==> src/verilog/cip_regs.vh <==
// Constants for the charger two-wire register port
// Functional notes
// - Receiver acknowledges each byte in ninth slot
// - Transmitter releases data line during acknowledge
// - First byte is address plus direction
// - Direction zero writes, one reads
// - Direction fixed until repeated start
// - Byte after write address is pointer
// - Writes store and advance the pointer
// - Read uses pointer set by prior write
// - Host ack continues read, nack ends
// - Auto increment skips fault and flag registers
// - Eight-bit registers, most significant bit first
// - Bit seven of register zero disconnects input
// - Status pin mode selects follow, custom, float
// - Input current limit field, reset 10111
// - Detection result updates current limit field
// - Light-load modulation disable bit
// - Watchdog restart bit self clears
// - Boost mode overrides charge enable
// - Charge needs bit and low pin
// - Minimum system voltage code, default 101
// - Target address is 0x1A
// - Pointer beyond 0x0F reads 0xFF
`ifndef CIP_REGS_VH
`define CIP_REGS_VH
// ====================================================
// Bus address and register map
`define CIP_DEV_ADDR 7'h1a
`define CIP_REG_INSRC 4'h0
`define CIP_REG_CHGSYS 4'h1
`define CIP_REG_FAULT 4'h9
`define CIP_REG_FLAG 4'he
`define CIP_REG_LAST 8'h0f
`define CIP_RD_BEYOND 8'hff
// ====================================================
// Reset values and watchdog-reset masks
`define CIP_INSRC_RST 8'h17
`define CIP_CHGSYS_RST 8'h1a
`define CIP_INSRC_WDMASK 8'h80
`define CIP_CHGSYS_WDMASK 8'h70
// ====================================================
// Field positions
`define CIP_HIZ_BIT 7
`define CIP_STAT_HI 6
`define CIP_STAT_LO 5
`define CIP_ILIM_HI 4
`define CIP_PFM_BIT 7
`define CIP_WDR_BIT 6
`define CIP_BOOST_BIT 5
`define CIP_CHG_BIT 4
`define CIP_SYS_HI 3
`define CIP_SYS_LO 1
`endif
==> src/verilog/cip_charger_i2c_register_port.v <==
// Two-wire target port with the input-source and charge-system control registers
`timescale 1ns/10ps
`include "cip_regs.vh"
module cip_charger_i2c_register_port (
    clock,
    rst_n,
    sclIn,
    sdaIn,
    sdaOut,
    sdaOe,
    chargeEnablePinN,
    detectDone,
    detectLimit,
    watchdogExpired,
    inputHighImpedanceEnable,
    statusPinFunctionSelect,
    inputCurrentLimit,
    lightLoadModulationDisable,
    boostSourceEnable,
    chargeActive,
    minSystemVoltage,
    watchdogRestartPulse,
    registerPointer
);
input wire clock;
input wire rst_n;
input wire sclIn;
input wire sdaIn;
output reg sdaOut;
output reg sdaOe;
input wire chargeEnablePinN;
input wire detectDone;
input wire [4:0] detectLimit;
input wire watchdogExpired;
output reg inputHighImpedanceEnable;
output reg [1:0] statusPinFunctionSelect;
output reg [4:0] inputCurrentLimit;
output reg lightLoadModulationDisable;
output reg boostSourceEnable;
output reg chargeActive;
output reg [2:0] minSystemVoltage;
output reg watchdogRestartPulse;
output reg [7:0] registerPointer;

// ====================================================
// States
localparam ST_IDLE = 3'd0;
localparam ST_ADDR = 3'd1;
localparam ST_PTR = 3'd2;
localparam ST_WDATA = 3'd3;
localparam ST_RDATA = 3'd4;
localparam ST_RACK = 3'd5;

// ====================================================
// Functions
// Next pointer, skipping fault and flag registers
function [7:0] nextPtr;
    input [7:0] p;
    reg [7:0] n;
    begin
        n = p + 8'h01;
        if (n == {4'h0, `CIP_REG_FAULT} || n == {4'h0, `CIP_REG_FLAG}) begin
            n = n + 8'h01;
        end
        nextPtr = n;
    end
endfunction

// ====================================================
// Pin input synchronisers
reg [2:0] sclSync_r; // Three stages for clock pin
reg [2:0] sdaSync_r; // Three stages for data pin
reg sclLvl_r; // Settled clock level
reg sdaLvl_r; // Settled data level
wire sclNew = (sclSync_r[1] == sclSync_r[2]) ? sclSync_r[2] : sclLvl_r;
wire sdaNew = (sdaSync_r[1] == sdaSync_r[2]) ? sdaSync_r[2] : sdaLvl_r;
// Settled edges of the bus clock
wire sclRise = sclNew & ~sclLvl_r;
wire sclFall = ~sclNew & sclLvl_r;
// Start and stop: data moves while the clock stays high.
// Both pins share one synchroniser depth, so their order is kept.
// host makes clock
wire startCond = sclLvl_r & sclNew & sdaLvl_r & ~sdaNew;
wire stopCond = sclLvl_r & sclNew & ~sdaLvl_r & sdaNew;

// Sample pins and settle levels
always @(posedge clock or negedge rst_n) begin
    if (!rst_n) begin
        sclSync_r <= 3'h7;
        sdaSync_r <= 3'h7;
        sclLvl_r <= 1'b1;
        sdaLvl_r <= 1'b1;
    end else begin
        sclSync_r <= {sclSync_r[1:0], sclIn};
        sdaSync_r <= {sdaSync_r[1:0], sdaIn};
        sclLvl_r <= sclNew;
        sdaLvl_r <= sdaNew;
    end
end

// ====================================================
// Protocol state
reg [2:0] state_r; // Protocol state
reg [3:0] bitCnt_r; // Bit slot in byte, 8 is acknowledge
reg [7:0] shift_r; // Receive or transmit shifter
reg ackSlot_r; // Currently in ninth slot
reg ackDrive_r; // We pull data low this slot
reg [7:0] insrc_r; // Input source control
reg [7:0] chgsys_r; // Charge system control
reg chgIn0_r, chgIn1_r, chgIn2_r; // Charge pin sync
reg chgLvl_r; // Settled charge pin

// Read value for a pointer
function [7:0] readReg;
    input [7:0] p;
    input [7:0] r0;
    input [7:0] r1;
    begin
        if (p > `CIP_REG_LAST) begin
            readReg = `CIP_RD_BEYOND;
        end else if (p == {4'h0, `CIP_REG_INSRC}) begin
            readReg = r0;
        end else if (p == {4'h0, `CIP_REG_CHGSYS}) begin
            readReg = r1;
        end else begin
            readReg = 8'h00;
        end
    end
endfunction

// Byte the device sends next, chosen by the current pointer.
// Loaded at the close of each acknowledge slot of a read.
wire [7:0] rdByte = readReg(registerPointer, insrc_r, chgsys_r);

// Byte engine, register writes and field side effects
always @(posedge clock or negedge rst_n) begin
    if (!rst_n) begin
        // Idle bus, registers at power-on values
        state_r <= ST_IDLE;
        bitCnt_r <= 4'h0;
        shift_r <= 8'h00;
        ackSlot_r <= 1'b0;
        ackDrive_r <= 1'b0;
        sdaOut <= 1'b0;
        sdaOe <= 1'b0;
        registerPointer <= 8'h00;
        insrc_r <= `CIP_INSRC_RST;
        chgsys_r <= `CIP_CHGSYS_RST;
        watchdogRestartPulse <= 1'b0;
    end else begin
        // Restart pulse lasts one cycle unless raised below
        watchdogRestartPulse <= 1'b0;
        if (detectDone) begin
            insrc_r[`CIP_ILIM_HI:0] <= detectLimit;
        end
        // Only fields under the watchdog masks return to power-on values
        // watchdog restores fields
        if (watchdogExpired) begin
            insrc_r <= (insrc_r & ~`CIP_INSRC_WDMASK) | (`CIP_INSRC_RST & `CIP_INSRC_WDMASK);
            chgsys_r <= (chgsys_r & ~`CIP_CHGSYS_WDMASK) | (`CIP_CHGSYS_RST & `CIP_CHGSYS_WDMASK);
        end
        // A same-cycle bus write wins; the bit then clears a cycle later
        // restart self clears
        if (chgsys_r[`CIP_WDR_BIT]) begin
            chgsys_r[`CIP_WDR_BIT] <= 1'b0;
            watchdogRestartPulse <= 1'b1;
        end
        if (startCond) begin
            state_r <= ST_ADDR;
            bitCnt_r <= 4'h0;
            ackSlot_r <= 1'b0;
            sdaOe <= 1'b0;
        end else if (stopCond) begin
            // Stop ends the transaction and frees the line
            state_r <= ST_IDLE;
            sdaOe <= 1'b0;
        end else if (state_r != ST_IDLE && sclRise && !ackSlot_r) begin
            // Take the level that arrives with the clock rise: the settled
            // copy lags one cycle and would miss a release landing with it
            // most significant first
            shift_r <= {shift_r[6:0], sdaNew};
            bitCnt_r <= bitCnt_r + 4'h1;
        end else if (state_r == ST_RACK && sclRise && ackSlot_r) begin
            if (sdaNew) begin
                state_r <= ST_IDLE;
            end else begin
                state_r <= ST_RDATA;
            end
        end else if (sclFall && state_r != ST_IDLE) begin
            if (ackSlot_r) begin
                // End of acknowledge slot, release line
                ackSlot_r <= 1'b0;
                bitCnt_r <= 4'h0;
                sdaOe <= 1'b0;
                if (state_r == ST_RDATA) begin
                    shift_r <= rdByte;
                    sdaOut <= 1'b0;
                    // Open drain: pull low for a zero, most significant first
                    sdaOe <= ~rdByte[7];
                    // Count restarts so eight rises reach the answer slot
                    bitCnt_r <= 4'h0;
                end
            end else if (bitCnt_r == 4'h8) begin
                ackSlot_r <= 1'b1;
                sdaOut <= 1'b0;
                sdaOe <= 1'b0;
                case (state_r)
                    ST_ADDR: begin
                        if (shift_r[7:1] == `CIP_DEV_ADDR) begin
                            sdaOe <= 1'b1;
                            state_r <= shift_r[0] ? ST_RDATA : ST_PTR;
                        end else begin
                            // Another target: stay silent until the next start
                            state_r <= ST_IDLE;
                        end
                    end
                    ST_PTR: begin
                        registerPointer <= shift_r;
                        sdaOe <= 1'b1;
                        state_r <= ST_WDATA;
                    end
                    ST_WDATA: begin
                        sdaOe <= 1'b1;
                        if (registerPointer == {4'h0, `CIP_REG_INSRC}) begin
                            insrc_r <= shift_r;
                        end else if (registerPointer == {4'h0, `CIP_REG_CHGSYS}) begin
                            chgsys_r <= shift_r;
                        end
                        registerPointer <= nextPtr(registerPointer);
                    end
                    ST_RDATA: begin
                        // Transmitted byte done, host answers
                        // Line already released above for the host answer
                        state_r <= ST_RACK;
                        registerPointer <= nextPtr(registerPointer);
                    end
                    default: begin
                        // Unused codes fall back to idle
                        state_r <= ST_IDLE;
                    end
                endcase
            end else if (state_r == ST_RDATA && bitCnt_r != 4'h0) begin
                // Shift next transmit bit, open drain low for zero
                // Each rise moved the byte left, so the next bit is on top
                sdaOe <= ~shift_r[7];
                sdaOut <= 1'b0;
            end
        end
    end
end

// ====================================================
// Field outputs and charge decision
always @(posedge clock or negedge rst_n) begin
    if (!rst_n) begin
        chgIn0_r <= 1'b1;
        chgIn1_r <= 1'b1;
        chgIn2_r <= 1'b1;
        chgLvl_r <= 1'b1;
        inputHighImpedanceEnable <= 1'b0;
        statusPinFunctionSelect <= 2'h0;
        inputCurrentLimit <= 5'h17;
        lightLoadModulationDisable <= 1'b0;
        boostSourceEnable <= 1'b0;
        chargeActive <= 1'b0;
        minSystemVoltage <= 3'h5;
    end else begin
        // Charge pin passes three stages before it counts
        chgIn0_r <= chargeEnablePinN;
        chgIn1_r <= chgIn0_r;
        chgIn2_r <= chgIn1_r;
        // Level changes once the last two stages agree
        if (chgIn1_r == chgIn2_r) begin
            chgLvl_r <= chgIn2_r;
        end
        inputHighImpedanceEnable <= insrc_r[`CIP_HIZ_BIT];
        statusPinFunctionSelect <= insrc_r[`CIP_STAT_HI:`CIP_STAT_LO];
        inputCurrentLimit <= insrc_r[`CIP_ILIM_HI:0];
        lightLoadModulationDisable <= chgsys_r[`CIP_PFM_BIT];
        // Boost request follows its bit directly
        boostSourceEnable <= chgsys_r[`CIP_BOOST_BIT];
        chargeActive <= chgsys_r[`CIP_CHG_BIT] & ~chgLvl_r & ~chgsys_r[`CIP_BOOST_BIT];
        minSystemVoltage <= chgsys_r[`CIP_SYS_HI:`CIP_SYS_LO];
    end
end

endmodule // cip_charger_i2c_register_port

==> config.mk <==
export PLATFORM = sky130hd
export DESIGN_NAME = cip_charger_i2c_register_port
export DESIGN_NICKNAME = d
export VERILOG_FILES = /design/src/verilog/cip_charger_i2c_register_port.v
export VERILOG_INCLUDE_DIRS = /design/src /design/src/verilog
export SDC_FILE = /design/constraint.sdc
export NUM_CORES = 1
export LEC_CHECK = 0
export BUFFER_PORTS_ARGS = -buffer_cell sky130_fd_sc_hd__buf_2
export CORE_MARGIN = 5
export CORE_UTILIZATION = 55
export CTS_CLUSTER_SIZE = 28
export DETAILED_ROUTE_END_ITERATION = 10
export HOLD_SLACK_MARGIN = 0.15
export PLACE_DENSITY = 0.73
export RECOVER_POWER = 100
export SYNTH_ARGS = -nofsm -noshare
export SYNTH_HDL_FRONTEND = slang
export SYNTH_SLANG_ARGS = --single-unit
==> constraint.sdc <==
create_clock -name clock -period 5.3 [get_ports clock]
set_clock_uncertainty 0.15 [all_clocks]
set_input_delay 0.265 -clock clock [delete_from_list [all_inputs] [get_ports clock]]
set_output_delay 0.265 -clock clock [all_outputs]
set_load 0.02 [all_outputs]
---- After elaboration in Yosys (flattened, before gate mapping) ----
Cells that the tools add are included.
storage, ports and cells
  input bits .............................. 12
  output and inout bits ................... 25
  logic and storage cells ................. 181
  register bits ........................... 69
cells by class
  add/subtract/negate cells ............... 3
  reduce and logical (&&, ||, !) cells .... 32
  bitwise operators ....................... 22
  magnitude comparators ................... 1
  mux-type cells .......................... 75
  equal/unequal tests ..................... 23
operator list
  cell                                                                   count
  8-bit 2-to-1 mux                                                       29
  3-bit 2-to-1 mux                                                       10
  1-bit 2-to-1 mux                                                       25
  4-bit 2-to-1 mux                                                       6
  8-bit by 1-bit adder with 8-bit output (second input constant)         2
  8-bit by 4-bit == test with 1-bit output (second input constant)       2
  8-bit one-hot mux with 2 select lines                                  1
  3-bit nonzero test                                                     5
  1-bit inverter                                                         13
  3-bit one-hot mux with 4 select lines                                  1
  4-bit AND reduction                                                    3
  4-bit nonzero test                                                     3
  2-bit nonzero test                                                     5
  1-bit AND                                                              9
  3-bit != test (second input constant)                                  3
  8-bit by 1-bit == test with 1-bit output (second input constant)       1
  8-bit by 4-bit > comparator with 1-bit output (second input constant)  1
  8-bit zero test                                                        1
  2-bit != test (second input constant)                                  4
  8-bit AND reduction                                                    1
  7-bit by 5-bit == test with 1-bit output (second input constant)       1
  7-bit 2-to-1 mux                                                       1
  7-bit AND reduction                                                    1
  3-bit by 2-bit == test with 1-bit output (second input constant)       2
  other kinds (17)                                                       26

---- Longest topological paths before layout ----
  word-level depth ........................ 12
  depth in mapped cells ................... 9
  mapped depth without buffers ............ 8

---- Worst setup path after synthesis ----
Ideal clock, no wire load.
  path type ............................... register -> register
  start point ............................. register registerPointer[0]
  end point ............................... register chgsys_r[0]
  clock period less this slack ............ 2.476 ns
  data arrival time ....................... 2.201 ns
  setup time .............................. 0.125 ns
  cell stages (with the launch flop) ...... 6
  required time ........................... 5.025 ns
  path buffers ............................ 0
  slack ................................... 2.824 ns
  cells stage by stage .................... dfrtp_1 -> inv_1 -> ha_1 -> nor4b_2 -> nand4_2 -> mux2_2
between the ends
  cells in the longest elaborated chain, start to end .. 11
  elaborated cells on any way between the ends .. 12
  classes of those cells .................. 1 x eq/ne; 10 x mux; 1 x reduce/logical
RTL lines
  element                                   line                                 RTL
  start: declaration                        cip_charger_i2c_register_port.v:43   output reg [7:0] registerPointer;
  start signal: assignment                  cip_charger_i2c_register_port.v:218  registerPointer <= shift_r;
  start signal: assignment                  cip_charger_i2c_register_port.v:229  registerPointer <= nextPtr(registerPointer);
  start signal: assignment                  cip_charger_i2c_register_port.v:235  registerPointer <= nextPtr(registerPointer);
  8-bit by 1-bit == test with 1-bit output  cip_charger_i2c_register_port.v:226  end else if (registerPointer == {4'h0, `CIP_REG_CHGSYS}) begin
  8-bit 2-to-1 mux                          cip_charger_i2c_register_port.v:226
  8-bit 2-to-1 mux (*)                      cip_charger_i2c_register_port.v:224  if (registerPointer == {4'h0, `CIP_REG_INSRC}) begin
  8-bit 2-to-1 mux (*)                      cip_charger_i2c_register_port.v:207  case (state_r)
  8-bit 2-to-1 mux (*)                      cip_charger_i2c_register_port.v:203  end else if (bitCnt_r == 4'h8) begin
  8-bit 2-to-1 mux (*)                      cip_charger_i2c_register_port.v:190  if (ackSlot_r) begin
  8-bit 2-to-1 mux (*)                      cip_charger_i2c_register_port.v:189  end else if (sclFall && state_r != ST_IDLE) begin
  8-bit 2-to-1 mux (*)                      cip_charger_i2c_register_port.v:183  end else if (state_r == ST_RACK && sclRise && ackSlot_r) begin
  8-bit 2-to-1 mux (*)                      cip_charger_i2c_register_port.v:177  end else if (state_r != ST_IDLE && sclRise && !ackSlot_r) begin
  8-bit 2-to-1 mux (*)                      cip_charger_i2c_register_port.v:173  end else if (stopCond) begin
  8-bit 2-to-1 mux (*)                      cip_charger_i2c_register_port.v:168  if (startCond) begin
  end signal: assignment                    cip_charger_i2c_register_port.v:148  chgsys_r <= `CIP_CHGSYS_RST;
  end signal: assignment                    cip_charger_i2c_register_port.v:160  chgsys_r <= (chgsys_r & ~`CIP_CHGSYS_WDMASK) | (`CIP_CHGSYS_RST & `CIP_CHGSYS_WDMASK);
  end signal: assignment                    cip_charger_i2c_register_port.v:227  chgsys_r <= shift_r;
  end: declaration                          cip_charger_i2c_register_port.v:109  reg [7:0] chgsys_r;
Every way passes the cells marked *; elsewhere a longest branch is shown, timed or not.
A chain may end at the register's enable or synchronous reset.

---- Worst setup path after layout ----
  start point ............................. register sclLvl_r
  end point ............................... register insrc_r[6]
between the ends
  cells in the longest elaborated chain, start to end .. 9
  elaborated cells on any way between the ends .. 20
  classes of those cells .................. 6 x mux; 9 x bitwise; 5 x reduce/logical
RTL lines
  element                         line                                 RTL
  start: declaration              cip_charger_i2c_register_port.v:73   reg sclLvl_r;
  start signal: assignment        cip_charger_i2c_register_port.v:96   sclLvl_r <= sclNew;
  1-bit 2-to-1 mux                cip_charger_i2c_register_port.v:75   wire sclNew = (sclSync_r[1] == sclSync_r[2]) ? sclSync_r[2] : sclLvl_r;
  1-bit inverter                  cip_charger_i2c_register_port.v:79   wire sclFall = ~sclNew & sclLvl_r;
  1-bit AND                       cip_charger_i2c_register_port.v:79
  1-bit logical AND               cip_charger_i2c_register_port.v:189
  8-bit 2-to-1 mux                cip_charger_i2c_register_port.v:189
  8-bit 2-to-1 mux                cip_charger_i2c_register_port.v:183
  8-bit 2-to-1 mux                cip_charger_i2c_register_port.v:177
  8-bit 2-to-1 mux                cip_charger_i2c_register_port.v:173
  8-bit 2-to-1 mux (*)            cip_charger_i2c_register_port.v:168
  end signal: indexed assignment  cip_charger_i2c_register_port.v:154  insrc_r[`CIP_ILIM_HI:0] <= detectLimit;
  end signal: assignment          cip_charger_i2c_register_port.v:159  insrc_r <= (insrc_r & ~`CIP_INSRC_WDMASK) | (`CIP_INSRC_RST & `CIP_INSRC_WDMASK);
  end signal: assignment          cip_charger_i2c_register_port.v:225  insrc_r <= shift_r;
  end: declaration                cip_charger_i2c_register_port.v:108  reg [7:0] insrc_r;
Marked as above.

==> metrics.csv <==
stage,metric,value,unit
setup_path,rr_endpoint,insrc_r[6],
clocking,numClockSinks,68,
layout,area_delta_synth_final,13.76,%
yosys,yosysTopAreaCell,dfrtp_1,
sta,setup-violations-final,0,
placed_design,port_buffers,35,
yosys,synthesis.area,3254,µm²
yosys,synth_enable_flop_cells,0,
drt,final_antenna_net_count,0,
status,status,"complete, but fails checks",
die,ios,37,
layout,fillCellCount,481,
status,violations,"capacitance limit, slew limit",
clocking,cts_tree,built,
yosys,syn_inst,309,
setup_path,rr_startpoint,sclLvl_r,
yosys,syn_nets,328,
drt,drt-vias-per-instance,5.532,
sta,worst_slack,1.714,ns
min_path,min_path_type,flip-flop to flip-flop,
power_and_ir_drop,peakVddDrop,0.1984,mV
setup_path,critPathKind,flip-flop to flip-flop,
die,die_w,86.92,µm
sta,min_period_over_period,0.6765,
drt,drt_iter0_drc,184,
grt,grt_first_pass_wirelength,11160,µm
yosys,synth-xor-area-share,0.01077,
clocking,cts_resized,0,
yosys,synth_top_family_by_area,simple AND/OR/NAND/NOR gates,
yosys,async_reset_ff_frac,1.000,
setup_path,crit_start,sclLvl_r,
yosys,syn_area_per_cell,10.53,µm²
setup_path,r2r_slack,1.71,ns
placed_design,place.gp.congestion,0.8592,
yosys,synth_mux_area_frac,0.04960,
yosys,yosys.area_share.adder,0.02999,
yosys,yosys_warnings,0,
clocking,htree_levels,3,
clocking,root_buffer,clkbuf_8,
grt,antenna_found_initial,0,
sta,slew_headroom,-0.06092,
clocking,cts_buffers,9,
layout,layout.nets,373,
sta,worst_slew_pin_slew,1.575,ns
clocking,clk_pin_slew,0.08,ns
power_and_ir_drop,finalPower,1.171,mW
setup_path,cp-start-kind,flip-flop,
power_and_ir_drop,powerDensity,316.3,nW/µm²
sta,tns,0,ns
die,fp.dieH,86.92,µm
drt,wl,6713,µm
sta,finalHoldViolations,0,
yosys,synth_compound_gate_area_share,0.1473,
clocking,post-cts-setup-buffers,0,
clocking,clock_path_buffers,2,
yosys,synth-simple-area-share,0.1945,
power_and_ir_drop,power.leakage,1.577,nW
clocking,holdBufCountCts,10,
grt,grt_max_degree,69,
clocking,worst_skew_pair.late_latency,0.34,ns
setup_path,end_kind,flip-flop,
yosys,synthTopCellsByArea,"dfrtp_1, dfstp_2, o21ai_0",
setup_path,path_max_fanout,14,
die,rows,28,
placed_design,dpl.hpwl,4470,µm
yosys,ys_seq_area_frac,0.5325,
drt,num_vias,2401,
sta,rsz0062_at_grt,false,
setup_path,rr_worst_depth,5,
setup_path,crit_required,5.37,ns
die,die-area,7555,µm²
drt,drc,0,
min_path,min_from,sclSync_r[0],
yosys,synth-main-ff-cell,dfrtp_1,
drt,first_pass_iters,4,
drt,avgRoutedWirePerCell,15.47,µm
sta,drv_slew,33,
setup_path,cp.arrival,3.66,ns
grt,overflow,0,
sta,fmax,278.9,MHz
die,core,5851,µm²
yosys,yosysTopAreaCellShare,0.3306,
job,cap_violations,3,
yosys,yosysUniqueCellTypes,59,
layout,n_antenna_cell,0,
sta,finalCriticalPeriod,3.586,ns
yosys,ys_ff_latch,68,
grt,gr-usage-all-layers,0.1906,
setup_path,setup.worst_path.end,insrc_r[6],
die,initial_utilization,0.5562,
layout,drive_gt1_frac,0.1671,
grt,grt_pass1_vias,2221,
placed_design,place_ws,2.658,ns
[cell usage in the layout, fill, tap and decap left out, drive strengths merged, types with 4 or more instances in the layout]
cell type / n
dfrtp: 43
clkbuf: 34
o21ai: 30
dfstp: 25
nand2: 24
a21oi: 24
nor2: 24
nand3: 13
buf: 13
inv: 11
dlygate4sd3: 10
nor3: 10
mux2: 9
a22oi: 7
ha: 7
mux2i: 6
nand3b: 4
nor2b: 4
and3: 4
nor3b: 4
clkinv: 4
[logic make-up (layout without fill, tap and decap cells)]
family          after synthesis  count (layout)
simple gates                109             109
fa+ha+maj                     8               8
flops                        68              68
compound gates               79              79
buf+inv                      25              75
xor+xnor                      4               4
mux                          15              15
other cells                   1               1
[Yosys cell counts, types with 2 or more instances]
library cell / instances
dfrtp_1: 43
o21ai_0: 27
dfstp_2: 25
a21oi_1: 24
nand2_1: 24
nor2_1: 23
nand3_1: 12
inv_1: 11
mux2_2: 9
nor3_1: 9
a22oi_1: 7
ha_1: 7
mux2i_1: 6
buf_2: 5
clkbuf_1: 5
and3_1: 4
nand3b_1: 4
nor2b_1: 4
nand4b_1: 3
o211ai_1: 3
o21ai_2: 3
o31ai_1: 3
xor2_1: 3
a311oi_1: 2
and3b_1: 2
buf_1: 2
nand2b_1: 2
nor3b_1: 2
nor4_1: 2
o22ai_1: 2
or2_2: 2
or3_1: 2
[power by group]
| group | internal (mW) | switching [mW] | leakage, nW |
|---|---|---|---|
| sequential | 0.565 | 0.0477 | 0.846 |
| clock | 0.263 | 0.194 | 0.109 |
| combinational | 0.0445 | 0.0570 | 0.622 |
| total | 0.873 | 0.298 | 1.58 |
[worst min path at each step]
| stage | endpoint | cells past startpoint | slack (ns) |
|---|---|---|---|
| floorplan | ackSlot_r | 0 | -0.18 |
| global placement | chgIn1_r | 0 | 0.20 |
| detailed placement | sdaSync_r[1] | 0 | 0.20 |
| CTS | sdaSync_r[1] | 0 | 0.21 |
| global route | sdaSync_r[1] | 0 | 0.22 |
| finish | sclSync_r[1] | 0 | 0.21 |
[per-stage QoR]
step / hold WS [ns] / std cells / util / instance area (µm²)
2_1_floorplan: -0.1806 / 309 / - / 3254
3_3_place_gp: 0.1969 / 408 / 0.5941 / 3476
3_5_place_dp: 0.1972 / 408 / 0.5941 / 3476
4_1_cts: 0.2077 / 434 / 0.6480 / 3791
5_1_grt: 0.2155 / 434 / 0.6328 / 3702
6_report: 0.2062 / 434 / 0.6328 / 3702
[registers in the layout, summed over array words and instances (netlist names), 2 cells and up]
| name | cells |
|---|---|
| sclSync_r | 3 |
| state_r | 3 |
| inputCurrentLimit | 5 |
| insrc_r | 8 |
| chgsys_r | 8 |
| statusPinFunctionSelect | 2 |
| bitCnt_r | 4 |
| sdaSync_r | 3 |
| shift_r | 8 |
| registerPointer | 8 |
| minSystemVoltage | 3 |
[per-layer routing]
layer | part of all wire | up-vias | wire length, µm | track usage
li1 | - | 1200 | - | -
met1 | 0.47 | 1146 | 3168 | 0.2635
met2 | 0.47 | 49 | 3161 | 0.2919
met3 | 0.047 | 6 | 314 | 0.05109
met4 | 0.010 | 0 | 68 | 0.06374
met5 | 0 | - | 0 | 0
[area by class of cell]
class	instances	area [µm²]	area share
Multi-Input combinational cell	216	1355	0.3660
Inverter	11	41.29	0.01115
Clock buffer	9	123.9	0.03346
Timing Repair Buffer	48	264.0	0.07131
Sequential cell	68	1733	0.4681
Clock inverter	7	91.34	0.02467
Tap cell	75	93.84	0.02535
[critical path, cell delays in order (launching register included)]
cell     delay, ns
dfstp_1       0.58
or3b_1        0.40
nor4_1        0.58
nand3_2       0.10
nor3b_1       1.23
mux2_2        0.43
Power figures use the tool's default switching activity.
